<file path="src/rtl/msal_pkg.sv">
`default_nettype none
package msal_pkg;

  // ---------------------------------------------------------------
  // Register offsets
  // ---------------------------------------------------------------
  localparam logic [7:0] CFG_ONE_ADDR    = 8'h40;
  localparam logic [7:0] STATUS_ONE_ADDR = 8'h41;
  localparam logic [7:0] STATUS_TWO_ADDR = 8'h42;
  localparam logic [7:0] STATUS_THR_ADDR = 8'h43;
  localparam logic [7:0] MASK_ONE_ADDR   = 8'h74;
  localparam logic [7:0] MASK_TWO_ADDR   = 8'h75;
  localparam logic [7:0] CFG_THR_ADDR    = 8'h78;
  localparam logic [7:0] CFG_FOUR_ADDR   = 8'h7D;
  localparam logic [7:0] STATUS_FOU_ADDR = 8'h81;
  localparam logic [7:0] MASK_THR_ADDR   = 8'h82;
  localparam logic [7:0] MASK_FOU_ADDR   = 8'h83;
  localparam logic [7:0] VALUE_BASE_ADDR = 8'h20;

  // ---------------------------------------------------------------
  // Field positions and codes
  // ---------------------------------------------------------------
  localparam int          START_BIT        = 0;
  localparam int          PIN10_ALERT_BIT  = 0;
  localparam logic [1:0]  PIN14_ALERT_CODE = 2'h2;
  localparam int          CHAIN_ONE_BIT    = 7;
  localparam int          CHAIN_TWO_BIT    = 1;
  localparam int          CHAIN_THR_BIT    = 7;

  // Implemented status bits per status register (chain bits excluded)
  localparam logic [7:0]  SRC_ONE_MASK     = 8'h7F;
  localparam logic [7:0]  SRC_TWO_MASK     = 8'hFD;
  localparam logic [7:0]  SRC_THR_MASK     = 8'h0F;
  localparam logic [7:0]  SRC_FOU_MASK     = 8'hF8;

  // ---------------------------------------------------------------
  // Reset values
  // ---------------------------------------------------------------
  localparam logic [7:0]  CFG_ONE_RESET    = 8'h00;
  localparam logic [7:0]  CFG_THR_RESET    = 8'h00;
  localparam logic [7:0]  CFG_FOUR_RESET   = 8'h00;
  localparam logic [7:0]  MASK_RESET       = 8'h00;
  localparam logic [7:0]  VALUE_RESET      = 8'h00;

  // ---------------------------------------------------------------
  // Round-robin channels and conversion timing
  // ---------------------------------------------------------------
  localparam int          NUM_CHANNELS     = 10;
  localparam logic [3:0]  LAST_CHANNEL     = 4'h9;
  localparam logic [3:0]  CH_LOCAL         = 4'h7;
  localparam logic [3:0]  CH_REMOTE_ONE    = 4'h8;
  localparam logic [3:0]  CH_REMOTE_TWO    = 4'h9;
  localparam int          CLK_MHZ          = 250;
  localparam int          VOLT_TIME_MS     = 11;
  localparam int          LOCAL_TIME_MS    = 12;
  localparam int          REMOTE_TIME_MS   = 39;
  localparam int          VOLT_CYCLES      = VOLT_TIME_MS * 1000 * CLK_MHZ;
  localparam int          LOCAL_CYCLES     = LOCAL_TIME_MS * 1000 * CLK_MHZ;
  localparam int          REMOTE_CYCLES    = REMOTE_TIME_MS * 1000 * CLK_MHZ;
  localparam int          TIMER_WIDTH      = 24;

  // ---------------------------------------------------------------
  // Types
  // ---------------------------------------------------------------
  typedef enum logic {
    SEQ_IDLE,
    SEQ_RUN
  } msal_seq_type;

  typedef struct packed {
    logic [7:0] addr;
    logic       wr;
    logic       rd;
    logic [7:0] wdata;
  } msal_reg_req_type;

  // Out-of-limit levels from logic running beside the round-robin
  typedef struct packed {
    logic remote_diode_two_fault;
    logic remote_diode_one_fault;
    logic fan_four_or_hot_timer_flag;
    logic fan_three;
    logic fan_two;
    logic fan_one;
    logic overtemp_flag;
    logic cpu_link_error_a;
    logic cpu_link_data_error;
    logic cpu_sensor_zero_flag;
    logic cpu_sensor_three_flag;
    logic cpu_sensor_two_flag;
    logic cpu_sensor_one_flag;
  } msal_ext_type;

endpackage : msal_pkg
`default_nettype wire

</file>
<file path="src/rtl/msal_monitor_status_alert.sv">
// How it works
// - Start bit runs round-robin until cleared
// - Each finished conversion updates its value register
// - Ten channels: seven voltages, three temperatures
// - Conversion times 11, 12, 39 ms
// - Fan and CPU sources run independently
// - Out-of-limit result sets status bit
// - Sticky; read clears only when condition gone
// - Summary bits chain to next status register
// - Each status register paired with mask
// - Second status register bit layout fixed
// - Alert disabled after reset
// - Pin ten: alert or fan drive two
// - Alert low while unmasked status set
// - Mask blocks alert, not status
// - Every source individually maskable
// - Pin fourteen function select, code 10 alert
// - Above high or at/below low violates
`timescale 1ns/1ns
`default_nettype none
module msal_monitor_status_alert #(
  parameter int VOLT_CYCLES   = msal_pkg::VOLT_CYCLES,
  parameter int LOCAL_CYCLES  = msal_pkg::LOCAL_CYCLES,
  parameter int REMOTE_CYCLES = msal_pkg::REMOTE_CYCLES
) (
  input  wire logic                       clock_in,
  input  wire logic                       srst_in,
  input  wire msal_pkg::msal_reg_req_type reg_req_in,
  output logic [7:0]                      reg_rdata_out,
  input  wire logic [7:0]                 meas_value_in,
  input  wire logic [7:0]                 limit_high_in,
  input  wire logic [7:0]                 limit_low_in,
  input  wire msal_pkg::msal_ext_type     ext_flags_in,
  input  wire logic                       fan_drive_two_in,
  output logic [3:0]                      channel_sel_out,
  output logic                            single_channel_select_done_out,
  output logic                            pin10_out,
  output logic                            pin10_oe_out,
  output logic                            pin14_out,
  output logic                            pin14_oe_out
);

  // ---------------------------------------------------------------
  // Helpers
  // ---------------------------------------------------------------
  function automatic logic [23:0] single_channel_select_cycles(input logic [3:0] ch);
    if (ch == msal_pkg::CH_REMOTE_ONE || ch == msal_pkg::CH_REMOTE_TWO)
      return 24'(REMOTE_CYCLES);
    else if (ch == msal_pkg::CH_LOCAL)
      return 24'(LOCAL_CYCLES);
    else
      return 24'(VOLT_CYCLES);
  endfunction

  // Status register index for an offset, 4 when not a status register
  function automatic logic [2:0] status_index(input logic [7:0] addr);
    unique case (addr)
      msal_pkg::STATUS_ONE_ADDR: return 3'h0;
      msal_pkg::STATUS_TWO_ADDR: return 3'h1;
      msal_pkg::STATUS_THR_ADDR: return 3'h2;
      msal_pkg::STATUS_FOU_ADDR: return 3'h3;
      default:                   return 3'h4;
    endcase
  endfunction

  // ---------------------------------------------------------------
  // State
  // ---------------------------------------------------------------
  msal_pkg::msal_seq_type seq_r,      seq_nxt;
  logic [3:0]             chan_r,     chan_nxt;
  logic [23:0]            timer_r,    timer_nxt;
  logic                   done_r,     done_nxt;
  logic [7:0]             value_r     [msal_pkg::NUM_CHANNELS];
  logic [7:0]             value_nxt   [msal_pkg::NUM_CHANNELS];
  logic [7:0]             cond_r      [4];
  logic [7:0]             cond_nxt    [4];
  logic [7:0]             status_r    [4];
  logic [7:0]             status_nxt  [4];
  logic [7:0]             mask_r      [4];
  logic [7:0]             mask_nxt    [4];
  logic [7:0]             cfg_one_r,  cfg_one_nxt;
  logic [7:0]             cfg_thr_r,  cfg_thr_nxt;
  logic [7:0]             cfg_four_r, cfg_four_nxt;
  logic [7:0]             rdata_r,    rdata_nxt;
  logic                   p10_r,      p10_nxt;
  logic                   p10_oe_r,   p10_oe_nxt;
  logic                   p14_oe_r,   p14_oe_nxt;

  logic [7:0]             src_mask    [4];
  logic [7:0]             view        [4];
  logic                   oolimit;
  logic                   alert;
  logic [2:0]             rd_idx;

  assign src_mask[0] = msal_pkg::SRC_ONE_MASK;
  assign src_mask[1] = msal_pkg::SRC_TWO_MASK;
  assign src_mask[2] = msal_pkg::SRC_THR_MASK;
  assign src_mask[3] = msal_pkg::SRC_FOU_MASK;

  // ---------------------------------------------------------------
  // Round-robin sequencer
  // ---------------------------------------------------------------
  always_comb begin
    seq_nxt   = seq_r;
    chan_nxt  = chan_r;
    timer_nxt = timer_r;
    done_nxt  = 1'b0;
    value_nxt = value_r;
    oolimit   = (meas_value_in > limit_high_in) ||
                (meas_value_in <= limit_low_in);
    unique case (seq_r)
      msal_pkg::SEQ_IDLE: begin
        chan_nxt  = 4'h0;
        timer_nxt = 24'h000000;
        if (cfg_one_r[msal_pkg::START_BIT]) begin
          seq_nxt = msal_pkg::SEQ_RUN;
        end
      end
      msal_pkg::SEQ_RUN: begin
        if (!cfg_one_r[msal_pkg::START_BIT]) begin
          seq_nxt = msal_pkg::SEQ_IDLE;
        end else if (timer_r == single_channel_select_cycles(chan_r) - 24'h000001) begin
          done_nxt         = 1'b1;
          value_nxt[chan_r] = meas_value_in;
          timer_nxt        = 24'h000000;
          chan_nxt         = (chan_r == msal_pkg::LAST_CHANNEL) ?
                             4'h0 : chan_r + 4'h1;
        end else begin
          timer_nxt = timer_r + 24'h000001;
        end
      end
    endcase
  end

  always_ff @(posedge clock_in) begin
    if (srst_in) begin
      seq_r   <= msal_pkg::SEQ_IDLE;
      chan_r  <= 4'h0;
      timer_r <= 24'h000000;
      done_r  <= 1'b0;
      for (int i = 0; i < msal_pkg::NUM_CHANNELS; i++) begin
        value_r[i] <= msal_pkg::VALUE_RESET;
      end
    end else begin
      seq_r   <= seq_nxt;
      chan_r  <= chan_nxt;
      timer_r <= timer_nxt;
      done_r  <= done_nxt;
      value_r <= value_nxt;
    end
  end

  // ---------------------------------------------------------------
  // Limit conditions and sticky status
  // ---------------------------------------------------------------
  always_comb begin
    cond_nxt   = cond_r;
    status_nxt = status_r;
    rd_idx     = status_index(reg_req_in.addr);
    if (seq_r == msal_pkg::SEQ_RUN && done_nxt) begin
      unique case (chan_r)
        4'h0: cond_nxt[0][0] = oolimit;
        4'h1: cond_nxt[0][1] = oolimit;
        4'h2: cond_nxt[0][2] = oolimit;
        4'h3: cond_nxt[0][3] = oolimit;
        4'h4: cond_nxt[1][0] = oolimit;
        4'h5: cond_nxt[3][7] = oolimit;
        4'h6: cond_nxt[3][6] = oolimit;
        4'h7: cond_nxt[0][5] = oolimit;
        4'h8: cond_nxt[0][4] = oolimit;
        4'h9: cond_nxt[0][6] = oolimit;
        default: ;
      endcase
    end
    cond_nxt[1][7:2] = {ext_flags_in.remote_diode_two_fault,
                        ext_flags_in.remote_diode_one_fault,
                        ext_flags_in.fan_four_or_hot_timer_flag,
                        ext_flags_in.fan_three,
                        ext_flags_in.fan_two,
                        ext_flags_in.fan_one};
    cond_nxt[2][3:0] = {ext_flags_in.overtemp_flag,
                        ext_flags_in.cpu_link_error_a,
                        ext_flags_in.cpu_link_data_error,
                        ext_flags_in.cpu_sensor_zero_flag};
    cond_nxt[3][5:3] = {ext_flags_in.cpu_sensor_three_flag,
                        ext_flags_in.cpu_sensor_two_flag,
                        ext_flags_in.cpu_sensor_one_flag};
    for (int i = 0; i < 4; i++) begin
      if (reg_req_in.rd && rd_idx == 3'(i)) begin
        status_nxt[i] = status_r[i] & cond_nxt[i];
      end
      status_nxt[i] = (status_nxt[i] | cond_nxt[i]) & src_mask[i];
    end
  end

  always_ff @(posedge clock_in) begin
    if (srst_in) begin
      for (int i = 0; i < 4; i++) begin
        cond_r[i]   <= 8'h00;
        status_r[i] <= 8'h00;
      end
    end else begin
      cond_r   <= cond_nxt;
      status_r <= status_nxt;
    end
  end

  // ---------------------------------------------------------------
  // Summary chain and read view
  // ---------------------------------------------------------------
  always_comb begin
    view[3] = status_r[3];
    view[2] = status_r[2];
    view[2][msal_pkg::CHAIN_THR_BIT] = |view[3];
    view[1] = status_r[1];
    view[1][msal_pkg::CHAIN_TWO_BIT] = |view[2];
    view[0] = status_r[0];
    view[0][msal_pkg::CHAIN_ONE_BIT] = |view[1];
  end

  // ---------------------------------------------------------------
  // Host register access
  // ---------------------------------------------------------------
  always_comb begin
    cfg_one_nxt  = cfg_one_r;
    cfg_thr_nxt  = cfg_thr_r;
    cfg_four_nxt = cfg_four_r;
    mask_nxt     = mask_r;
    rdata_nxt    = rdata_r;
    if (reg_req_in.wr) begin
      unique case (reg_req_in.addr)
        msal_pkg::CFG_ONE_ADDR:  cfg_one_nxt  = reg_req_in.wdata;
        msal_pkg::CFG_THR_ADDR:  cfg_thr_nxt  = reg_req_in.wdata;
        msal_pkg::CFG_FOUR_ADDR: cfg_four_nxt = reg_req_in.wdata;
        msal_pkg::MASK_ONE_ADDR: mask_nxt[0]  = reg_req_in.wdata;
        msal_pkg::MASK_TWO_ADDR: mask_nxt[1]  = reg_req_in.wdata;
        msal_pkg::MASK_THR_ADDR: mask_nxt[2]  = reg_req_in.wdata;
        msal_pkg::MASK_FOU_ADDR: mask_nxt[3]  = reg_req_in.wdata;
        default: ;
      endcase
    end
    if (reg_req_in.rd) begin
      rdata_nxt = 8'h00;
      unique case (reg_req_in.addr)
        msal_pkg::CFG_ONE_ADDR:    rdata_nxt = cfg_one_r;
        msal_pkg::CFG_THR_ADDR:    rdata_nxt = cfg_thr_r;
        msal_pkg::CFG_FOUR_ADDR:   rdata_nxt = cfg_four_r;
        msal_pkg::STATUS_ONE_ADDR: rdata_nxt = view[0];
        msal_pkg::STATUS_TWO_ADDR: rdata_nxt = view[1];
        msal_pkg::STATUS_THR_ADDR: rdata_nxt = view[2];
        msal_pkg::STATUS_FOU_ADDR: rdata_nxt = view[3];
        msal_pkg::MASK_ONE_ADDR:   rdata_nxt = mask_r[0];
        msal_pkg::MASK_TWO_ADDR:   rdata_nxt = mask_r[1];
        msal_pkg::MASK_THR_ADDR:   rdata_nxt = mask_r[2];
        msal_pkg::MASK_FOU_ADDR:   rdata_nxt = mask_r[3];
        default: begin
          if (reg_req_in.addr >= msal_pkg::VALUE_BASE_ADDR &&
              reg_req_in.addr <= msal_pkg::VALUE_BASE_ADDR +
                                 8'(msal_pkg::LAST_CHANNEL)) begin
            rdata_nxt = value_r[4'(reg_req_in.addr -
                                   msal_pkg::VALUE_BASE_ADDR)];
          end
        end
      endcase
    end
  end

  always_ff @(posedge clock_in) begin
    if (srst_in) begin
      cfg_one_r  <= msal_pkg::CFG_ONE_RESET;
      cfg_thr_r  <= msal_pkg::CFG_THR_RESET;
      cfg_four_r <= msal_pkg::CFG_FOUR_RESET;
      rdata_r    <= 8'h00;
      for (int i = 0; i < 4; i++) begin
        mask_r[i] <= msal_pkg::MASK_RESET;
      end
    end else begin
      cfg_one_r  <= cfg_one_nxt;
      cfg_thr_r  <= cfg_thr_nxt;
      cfg_four_r <= cfg_four_nxt;
      rdata_r    <= rdata_nxt;
      mask_r     <= mask_nxt;
    end
  end

  // ---------------------------------------------------------------
  // Alert and pin functions
  // ---------------------------------------------------------------
  always_comb begin
    alert = 1'b0;
    for (int i = 0; i < 4; i++) begin
      alert = alert |
              |(status_r[i] & ~mask_r[i] & src_mask[i]);
    end
    if (cfg_thr_r[msal_pkg::PIN10_ALERT_BIT]) begin
      p10_nxt    = 1'b0;
      p10_oe_nxt = alert;
    end else begin
      p10_nxt    = fan_drive_two_in;
      p10_oe_nxt = 1'b1;
    end
    p14_oe_nxt = (cfg_four_r[1:0] == msal_pkg::PIN14_ALERT_CODE) &&
                 alert;
  end

  always_ff @(posedge clock_in) begin
    if (srst_in) begin
      p10_r    <= 1'b0;
      p10_oe_r <= 1'b0;
      p14_oe_r <= 1'b0;
    end else begin
      p10_r    <= p10_nxt;
      p10_oe_r <= p10_oe_nxt;
      p14_oe_r <= p14_oe_nxt;
    end
  end

  assign reg_rdata_out   = rdata_r;
  assign channel_sel_out = chan_r;
  assign single_channel_select_done_out   = done_r;
  assign pin10_out       = p10_r;
  assign pin10_oe_out    = p10_oe_r;
  assign pin14_out       = 1'b0;
  assign pin14_oe_out    = p14_oe_r;

endmodule // msal_monitor_status_alert
`default_nettype wire

</file>
<file path="config.mk">
export PLATFORM = sky130hd
export DESIGN_NAME = msal_monitor_status_alert
export DESIGN_NICKNAME = d
export VERILOG_FILES = /design/src/rtl/msal_pkg.sv /design/src/rtl/msal_monitor_status_alert.sv
export SDC_FILE = /design/constraint.sdc
export NUM_CORES = 1
export LEC_CHECK = 0
export BUFFER_PORTS_ARGS = -buffer_cell sky130_fd_sc_hd__buf_2
export CAP_MARGIN = 30
export CORE_MARGIN = 4
export CORE_UTILIZATION = 50
export DETAILED_ROUTE_END_ITERATION = 16
export GPL_TIMING_DRIVEN = 0
export PLACE_DENSITY_LB_ADDON = 0.08
export SLEW_MARGIN = 20
export SYNTH_ARGS = -nofsm -noshare
export SYNTH_HDL_FRONTEND = slang
export SYNTH_SLANG_ARGS = --single-unit
</file>
<file path="constraint.sdc">
create_clock -name clock_in -period 2.1 [get_ports clock_in]
set_input_delay 0.105 -clock clock_in [delete_from_list [all_inputs] [get_ports clock_in]]
set_output_delay 0.105 -clock clock_in [all_outputs]
set_load 0.05 [all_outputs]
</file>
**Yosys cells after proc, flatten, opt, wreduce, memory -nomap -nowiden**

Index checks and enable logic that the tools add are counted.

- Register bits after elaboration: 217
- Input bits: 58
- Output and inout port bits: 17

- Add/sub/neg operators: 4
- Magnitude comparators: 7
- Equal/unequal tests: 27
- Mux-type cells: 42
- Bitwise logic cells: 22
- Reductions and logical operators: 29

Operators by type and width:

| operator | count |
|---|---|
| 24-bit 2-to-1 mux | 5 |
| 8-bit case mux with 11 select lines | 1 |
| 80-bit bitwise mux | 1 |
| 8-bit by 7-bit == test with 1-bit output (second input constant) | 8 |
| 8-bit 2-to-1 mux | 6 |
| 24-bit case mux with 2 select lines | 1 |
| 8-bit AND | 4 |
| 8-bit binary-select mux with 4-bit select | 1 |
| 8-bit demux with 4-bit select | 1 |
| 24-bit by 1-bit adder with 24-bit output (second input constant) | 1 |
| 24-bit == test | 1 |
| 8-bit == test (second input constant) | 3 |
| 24-bit by 1-bit subtractor with 24-bit output (second input constant) | 1 |
| 22-bit OR reduction | 1 |
| 19-bit 2-to-1 mux | 1 |
| 4-bit by 3-bit == test with 1-bit output (second input constant) | 4 |
| 1-bit 2-to-1 mux | 16 |
| 4-bit 2-to-1 mux | 4 |
| 8-bit NOT | 2 |
| 8-bit bitwise OR | 2 |
| 2-bit AND reduction | 8 |
| 15-bit OR reduction | 1 |
| 7-bit AND | 2 |
| 7-bit 2-to-1 mux | 2 |
| 36 further kinds | 54 |

**Longest topological paths before layout**

Gate-level depths: netlist (run 1).

- Word-level depth: 15
- Mapped depth: 9
- Gate-level depth less buffers: 8

**Worst setup path after synthesis (run 1)**

OpenSTA, ideal clock, no wires.

- Path kind: register -> register
- Start point: register chan_r[3], in the netlist channel_sel_out[3]
- End point: register status_r[6] (netlist name)
- Library setup time: 0.132 ns
- Arrival time: 2.406 ns
- Data required time: 1.968 ns
- Path slack: -0.438 ns
- Cell stages (with the launch flop): 9
- Path buffers: 2
- Period minus slack after synthesis: 2.538 ns
- Cell sequence: dfxtp_1 > or3b_1 > mux2i_1 > o31ai_2 > buf_2 > nand4_1 > buf_2 > mux2i_1 > a21oi_1

- Longest elaborated chain between the ends: 15

RTL lines:

| what | RTL line | text |
|---|---|---|
| start, declared | msal_monitor_status_alert.sv:70 | `logic [3:0] chan_r, chan_nxt;` |
| start signal, assigned | msal_monitor_status_alert.sv:146 | `chan_r <= chan_nxt;` |
| 4-bit by 3-bit == test with 1-bit output or 4-bit == test (tied branches) | msal_monitor_status_alert.sv:49, msal_monitor_status_alert.sv:47 |  |
| 19-bit 2-to-1 mux or 1-bit logical OR (tied branches) | msal_monitor_status_alert.sv:49, msal_monitor_status_alert.sv:47 |  |
| 24-bit 2-to-1 mux | msal_monitor_status_alert.sv:47 | `if (ch == msal_pkg::CH_REMOTE_ONE \|\| ch == msal_pkg::CH_REMOTE_TWO)` |
| 24-bit 2-to-1 mux | msal_monitor_status_alert.sv:120 | `if (!cfg_one_r[msal_pkg::START_BIT]) begin` |
| 24-bit 2-to-1 mux | msal_monitor_status_alert.sv:111 | `unique case (seq_r)` |
| 24-bit by 1-bit subtractor with 24-bit output | msal_monitor_status_alert.sv:122 | `end else if (timer_r == single_channel_select_cycles(chan_r) - 24'h000001) begin` |
| 24-bit == test | msal_monitor_status_alert.sv:122 |  |
| 1-bit 2-to-1 mux | msal_monitor_status_alert.sv:122 |  |
| 1-bit 2-to-1 mux | msal_monitor_status_alert.sv:120 |  |
| 1-bit 2-to-1 mux | msal_monitor_status_alert.sv:111 |  |
| 1-bit logical AND | msal_monitor_status_alert.sv:160 | `if (seq_r == msal_pkg::SEQ_RUN && done_nxt) begin` |
| 2-bit 2-to-1 mux (*) | msal_monitor_status_alert.sv:160 |  |
| 8-bit AND | msal_monitor_status_alert.sv:190 | `status_nxt[i] = status_r[i] & cond_nxt[i];` |
| 8-bit 2-to-1 mux | msal_monitor_status_alert.sv:189 | `if (reg_req_in.rd && rd_idx == 3'(i)) begin` |
| 8-bit bitwise OR (*) | msal_monitor_status_alert.sv:192 | `status_nxt[i] = (status_nxt[i] \| cond_nxt[i]) & src_mask[i];` |
| end signal, assigned | msal_monitor_status_alert.sv:204 | `status_r <= status_nxt;` |
| end, declared | msal_monitor_status_alert.sv:77 | `logic [7:0] status_r [4];` |

Mark *: on every way between the ends. The rest lies on a longest branch, timed or not. The select of a mux whose other input is x is not followed.
A chain may end at the register's enable or synchronous reset.

**Worst setup path after layout (run 1)**

- Start point: register chan_r[1], in the netlist channel_sel_out[1]
- End point: register status_r[28] (netlist name)

- Longest elaborated chain between the ends: 15

RTL lines:

| what | RTL line | text |
|---|---|---|
| 4-bit by 3-bit == test with 1-bit output (tied with other cells) | msal_monitor_status_alert.sv:49 | `else if (ch == msal_pkg::CH_LOCAL)` |
| 19-bit 2-to-1 mux or 1-bit logical OR (tied branches) | msal_monitor_status_alert.sv:49, msal_monitor_status_alert.sv:47 |  |
| 24-bit 2-to-1 mux | msal_monitor_status_alert.sv:47 |  |
| 24-bit 2-to-1 mux | msal_monitor_status_alert.sv:120 |  |
| 24-bit 2-to-1 mux | msal_monitor_status_alert.sv:111 |  |
| 24-bit by 1-bit subtractor with 24-bit output | msal_monitor_status_alert.sv:122 |  |
| 24-bit == test | msal_monitor_status_alert.sv:122 |  |
| 1-bit 2-to-1 mux | msal_monitor_status_alert.sv:122 |  |
| 1-bit 2-to-1 mux | msal_monitor_status_alert.sv:120 |  |
| 1-bit 2-to-1 mux | msal_monitor_status_alert.sv:111 |  |
| 1-bit logical AND | msal_monitor_status_alert.sv:160 |  |
| 7-bit 2-to-1 mux (*) | msal_monitor_status_alert.sv:160 |  |
| 7-bit AND | msal_monitor_status_alert.sv:190 |  |
| 7-bit 2-to-1 mux | msal_monitor_status_alert.sv:189 |  |
| 7-bit bitwise OR (*) | msal_monitor_status_alert.sv:192 |  |

Marks and branches as above.

==> flow_summary.ini, run 1 <==
[run_status]
outcome = finished, violations left
violations = setup timing

[critical_path]
startpoint = channel_sel_out[1]
worstPathMaxFanout = 5
worstPathArrival_ns = 2.50
cp-end-kind = register
critPathKind = reg -> reg
crit_top_cell = buf_6
cp_slowest_cell = or3b_4
cp_cell_sequence = or3b_4 -> mux2i_2 -> o31ai_4 -> buf_6 -> nand4_1 -> buf_6 -> mux2i_4 -> o21ai_1
worstPathRequired_ns = 2.47
reg2reg_from = channel_sel_out[1]
slowest_delay_ns = 0.40
path_buf_inv = 2
path_delay_family = simple AND/OR/NAND/NOR gates
start_kind = register

[clock_network]
cts_tree = done
cts.reportedPaths.clkPinSlew_ns = 0.06
cts_buffers = 24
root_buffer = clkbuf_16
cts_max_level = 1
cts_sinks = 210
cts_max_path_buffers = 3
insertion_delay_ns = 0.52

[synth]
synth.avg_cell_area_sq_um = 8.92
yosysTopAreaCell = dfxtp_1
synth_largest_type_area_fraction = 0.423
ys_warn_count = 0
synth-main-ff-cell = dfxtp_1
syn_inst = 1115
synth_area_sq_um = 9940
syn-num-nets = 1190
synth.area.top_cells = dfxtp_1, mux2i_1, nor2_1, mux4_2, a21oi_1
synth.distinct_cells = 64
synth-edff-count = 0
seq_area_frac_synth = 0.423
ys_async_sr_fraction = 0
synth-seq-cells = 210

[route]
drtIter0Drc = 796
routed_wl_mm = 31.7
drc = 0
detail-route-antenna-nets = 0
num_vias = 8686
dr.pass1.iters = 5
avgRoutedWirePerCell_um = 20.7
vias_per_cell = 5.66

[timing]
fin_hold_ws_ns = 0.0851
period_minus_slack_ns = 2.12
finalCritPeriodShare = 1.01
fmax_ghz = 0.471
hold_viol = 0
finalClockSkew_ns = 0.0250
finalSetupViolations = 1
drv_slew = 0
fin_ws_ns = -0.0232
rsz0062_at_grt = yes
slew_headroom = 0.355
worst_slew_pin_slew_ns = 0.961

[worst_hold_path]
hold_start = srst_in
hold_path_class = in -> reg

[global_route]
grtUsageTotal = 0.280
grt.overflow.total = 0
grt_pass1_vias = 8412
antenna_found_initial = 0
grt_pass1_wl_mm = 48.3
grt_start_max_net_pins = 13

[floorplanning]
die_h_um = 149
row_count = 51
initial_core_util = 0.509
core_area_sq_um = 19500
die-width_um = 149
dieArea_sq_um = 22200
io_pins = 75

[finish]
fin_util = 0.622
drive_above_1_share = 0.180
diodes = 0
syn_to_final_growth_pct = 22.1
nNetsFinal = 1327
instances_no_fill = 1534

[place]
place.gp.congestion = 0.976
dp.cells = 1451
port_buffers = 70
post-dp-hpwl_mm = 22.4

[power]
p_leak_nw = 5.28
powerDensity_nw_per_um2 = 724
vdd_ir_drop_max_v = 0.000622

[flow_run]
maxCapViolations = 0
-- cell type report --
class                           count  area [sq um]
Clock inverter                      8           105
Tap cell                          265           332
Fill cell                        1750          7390
Buffer                             74           412
Sequential cell                   210          4230
Clock buffer                       35           672
Multi-Input combinational cell    785          5500
Timing Repair Buffer              112           729
Inverter                           45           169
-- report_power, final --
part	switching (mW)	internal (mW)	total [mW]
logic	0.427	0.208	0.635
registers	0.0364	4.01	4.04
clock network	1.65	2.47	4.11
total	2.11	6.69	8.79
-- Yosys cell counts (all sizes together), types with 18 or more instances --
master	number
nand3	43
buf	29
nand4	25
nand2	74
a21oi	58
clkbuf	46
mux2i	143
xor2	18
dfxtp	210
inv	43
nor2	198
o21ai	26
-- per-stage QoR --
step | cell area [sq um] | setup WS (ns) | TNS [ns] | power (mW)
floorplan | 10000 | -0.105 | -4.21 | 4.44
global placement | 10700 | -1.12 | -64.89 | 4.70
detailed placement | 10700 | -0.480 | -54.13 | 4.71
CTS | 11900 | -0.0398 | -0.0802 | 8.85
global route | 12100 | -0.0810 | -1.20 | 9.08
finish | 12100 | -0.0232 | -0.0232 | 8.79
-- placed cells by master (no fill, tap or decap), types with 16 or more instances in the layout --
cell / instances
a21oi_1: 57
buf_2: 81
buf_6: 17
clkbuf_1: 50
clkbuf_16: 24
dfxtp_1: 199
dlygate4sd3_1: 23
ha_1: 16
inv_1: 43
mux2i_1: 135
mux4_2: 16
nand2_1: 73
nand3_1: 40
nand4_1: 25
nor2_1: 197
o21ai_0: 19
xor2_1: 18
-- repair_timing --
item / 4_1_cts / 5_1_grt
gates resized for setup: 25 / 54
pin swaps: 3 / 7
endpoints found under the setup margin: 128 / 129
cloned: 1 / 1
endpoints found under the hold margin: 63 / 0
buffers inserted: 10 / 5
hold buffers: 23 / 0
-- layer usage --
layer | up-vias | routed length (um) | part of all wire | track usage
li1 | 4182 | - | - | -
met1 | 4107 | 14400 | 0.45 | 0.408
met2 | 333 | 14000 | 0.44 | 0.422
met3 | 64 | 2550 | 0.080 | 0.0553
met4 | 0 | 809 | 0.026 | 0.0856
met5 | - | 0 | 0 | 0
-- registers in the layout, indices dropped and copies added, names as in the netlist --
register,cells
cfg_four_r,8
cfg_one_r,8
cfg_thr_r,8
channel_sel_out,4
cond_r,10
mask_r,32
pin10_oe_out,1
pin10_out,1
pin14_oe_out,1
reg_rdata_out,8
seq_r,1
single_channel_select_done_out,1
status_r,23
timer_r,24
value_r,80
-- final timing paths --
path	cells after the start	slack (ns)	to
max	8	-0.02	status_r[28]
min reg2reg	2	0.45	mask_r[13]
min	4	0.09	reg_rdata_out[6]
max reg2reg	8	-0.02	status_r[28]
-- kinds of logic after synthesis --
family | synth area share
and+or+nand+nor | 0.200
DFF | 0.423
muxes | 0.187
AOI/OAI and AO/OA | 0.0971
buffers and inverters | 0.0493
xor gates and xnor gates | 0.0220
adders and majority gates | 0.0214
other | 0.000377
-- worst reg2reg max path, stage by stage (launching register included) --
cell and delay, ns:
dfxtp_2 0.32, or3b_4 0.40, mux2i_2 0.17, o31ai_4 0.27, buf_6 0.16, nand4_1 0.20, buf_6 0.23, mux2i_4 0.17
o21ai_1 0.07
No activity file was read; power rests on OpenSTA's default activity.
==> inputs of run 2 (changes only) <==
--- a/config.mk
+++ b/config.mk
@@ -5,7 +5,7 @@
 export SDC_FILE = /design/constraint.sdc
 export NUM_CORES = 1
 export LEC_CHECK = 0
-export BUFFER_PORTS_ARGS = -buffer_cell sky130_fd_sc_hd__buf_2
+export BUFFER_PORTS_ARGS = -buffer_cell sky130_fd_sc_hd__buf_4
 export CAP_MARGIN = 30
 export CORE_MARGIN = 4
 export CORE_UTILIZATION = 50
==> constraint.sdc (replaced) <==
create_clock -name clock_in -period 2.19 [get_ports clock_in]
set_input_delay 0.1095 -clock clock_in [delete_from_list [all_inputs] [get_ports clock_in]]
set_output_delay 0.1095 -clock clock_in [all_outputs]
set_load 0.05 [all_outputs]
==> run 2 against run 1 <==
Effect of this change: the run still ends with setup timing left; clock skew is 0.011 ns lower; clock power is 13% lower; global-route usage is 0.29 points lower; non-clock buffer count is 4 higher; cell area is 0.75% higher; setup slack worse by 0.026 ns; flip-flop and latch count stayed put; die area stayed put; power is 7.9% lower; combinational power is 1% higher.
==> flow_summary.ini, run 2 (synthesis gave the netlist of run 1 again) <==
[run_status]
outcome = finished, violations left
violations = setup timing

[critical_path]
worstPathMaxFanout = 10
slowest_delay_ns = 0.96
reg2reg_setup_slack_ns = 0.01
r2r_cells = 9
reg2reg_from = timer_r[17]
cp_slowest_cell = nor4_1
critPathKind = in -> reg
worstPathRequired_ns = 2.61
r2r_end = status_r[6]
crit_top_cell = clkbuf_1
start_kind = input port
cp-end-kind = register
startpoint = reg_req_in[11]
cp_cell_sequence = clkbuf_1 -> buf_2 -> nor4_1 -> clkbuf_1 -> nand2_1 -> o211ai_1 -> a21oi_1 -> a211oi_1
worstPathArrival_ns = 2.66

[clock_network]
insertion_delay_ns = 0.51
root_buffer = clkbuf_16
cts_tree = done
cts_max_path_buffers = 3
cts.reportedPaths.clkPinSlew_ns = 0.06
cts_max_level = 1
cts_buffers = 23
cts_sinks = 210

[global_route]
use_met1 = 0.386
grt_pass1_vias = 8367
met2_usage = 0.418
antenna_found_initial = 0
grtUsageTotal = 0.277
grtUsageMet3 = 0.0781
grt_start_max_net_pins = 13
busiest_layer = met2
grt_pass1_wl_mm = 47.9
grt.overflow.total = 0

[finish]
instances_no_fill = 1533
diodes = 0
syn_to_final_growth_pct = 23.0
largestRegisters = value_r x80, mask_r x32, timer_r x24
drive_above_1_share = 0.174
nNetsFinal = 1330
mostFrequentLayoutCells = dfxtp_1, nor2_1, mux2i_1
layout_commonest_cell = dfxtp_1
largest-register = value_r
largest_reg_flops = 80
fin_util = 0.626

[floorplanning]
die-width_um = 149
core_area_sq_um = 19500
row_count = 51
io_pins = 75
die_h_um = 149
initial_core_util = 0.509
dieArea_sq_um = 22200

[place]
port_buffers = 70
dp.cells = 1452
dp_slack_ns = -0.373
post-dp-hpwl_mm = 22.1
place.gp.congestion = 0.948

[power]
p_leak_nw = 5.31
powerDensity_nw_per_um2 = 662
vdd_ir_drop_max_v = 0.000605

[route]
drc = 0
num_vias = 8814
detail-route-antenna-nets = 0
drtIter0Drc = 797
avgRoutedWirePerCell_um = 20.7
routed_wl_mm = 31.8
dr.pass1.iters = 7
vias_per_cell = 5.75

[flow_run]
maxCapViolations = 0

[timing]
fin_ws_ns = -0.0487
period_minus_slack_ns = 2.24
finalSetupViolations = 1
rsz0062_at_grt = yes
finalClockSkew_ns = 0.0141
worst_slew_pin_slew_ns = 1.09
fmax_ghz = 0.447
finalCritPeriodShare = 1.02
drv_slew = 0
slew_headroom = 0.264
hold_viol = 0

[worst_hold_path]
hold_start = srst_in
min_path_cells = 4
whs_endpoint = reg_rdata_out[6]
hold_path_class = in -> reg
==> run 2: stage by stage <==
stage	total power [mW]	TNS [ns]	cell area, sq um	hold slack, ns
floorplan	4.26	-0.0416	10000	0.227
global placement	4.54	-50.46	10900	0.313
detailed placement	4.55	-35.01	10900	0.319
CTS	8.15	-0.133	11900	0.0204
global route	8.34	-1.45	12200	0.0611
finish	8.10	-0.0487	12200	0.0329
==> run 2: layout make-up <==
| cell class | count | area (sq um) |
|---|---|---|
| buffer | 74 | 402 |
| clock buffer | 33 | 663 |
| clock inverter | 5 | 25.0 |
| fill | 1735 | 7300 |
| inverter | 45 | 169 |
| multi-input combinational | 785 | 5470 |
| sequential | 210 | 4230 |
| tap | 265 | 332 |
| timing repair buffer | 116 | 947 |
==> run 2: power breakdown <==
| part | leakage (nW) | switching, mW | total, mW | internal (mW) |
|---|---|---|---|---|
| registers | 1.70 | 0.0341 | 3.88 | 3.84 |
| logic | 3.26 | 0.411 | 0.642 | 0.231 |
| clock network | 0.345 | 1.50 | 3.58 | 2.08 |
==> run 2: critical path, delay by kind of cell <==
| family | cells | cell delay [ns] |
|---|---|---|
| buffers and inverters | 3 | 0.93 |
| AO/OA/AOI/OAI | 3 | 0.54 |
| AND/OR/NAND/NOR | 2 | 1.07 |
==> run 2: per-layer routing <==
metal / wire, um / part of all wire / vias up
li1: - / - / 4198
met1: 13800 / 0.43 / 4156
met2: 13800 / 0.43 / 391
met3: 3150 / 0.099 / 69
met4: 1050 / 0.033 / 0
met5: 0 / 0 / -
==> run 2: repair_timing <==
item,in CTS,in global routing
hold buffers,23,0
setup endpoints to repair,122,133
pin swaps,5,11
hold endpoints to repair,71,0
cloned,2,2
gates resized for setup,19,56
setup buffers,8,9
==> run 2: worst max path at each step <==
| stage | to | slack (ns) |
|---|---|---|
| finish | reg_rdata_out[5] | -0.05 |
| floorplan | status_r[16] | -0.02 |
| global route | status_r[28] | -0.09 |
| global placement | status_r[6] | -1.06 |
| CTS | status_r[6] | -0.06 |
| detailed placement | cfg_one_r[0] | -0.37 |
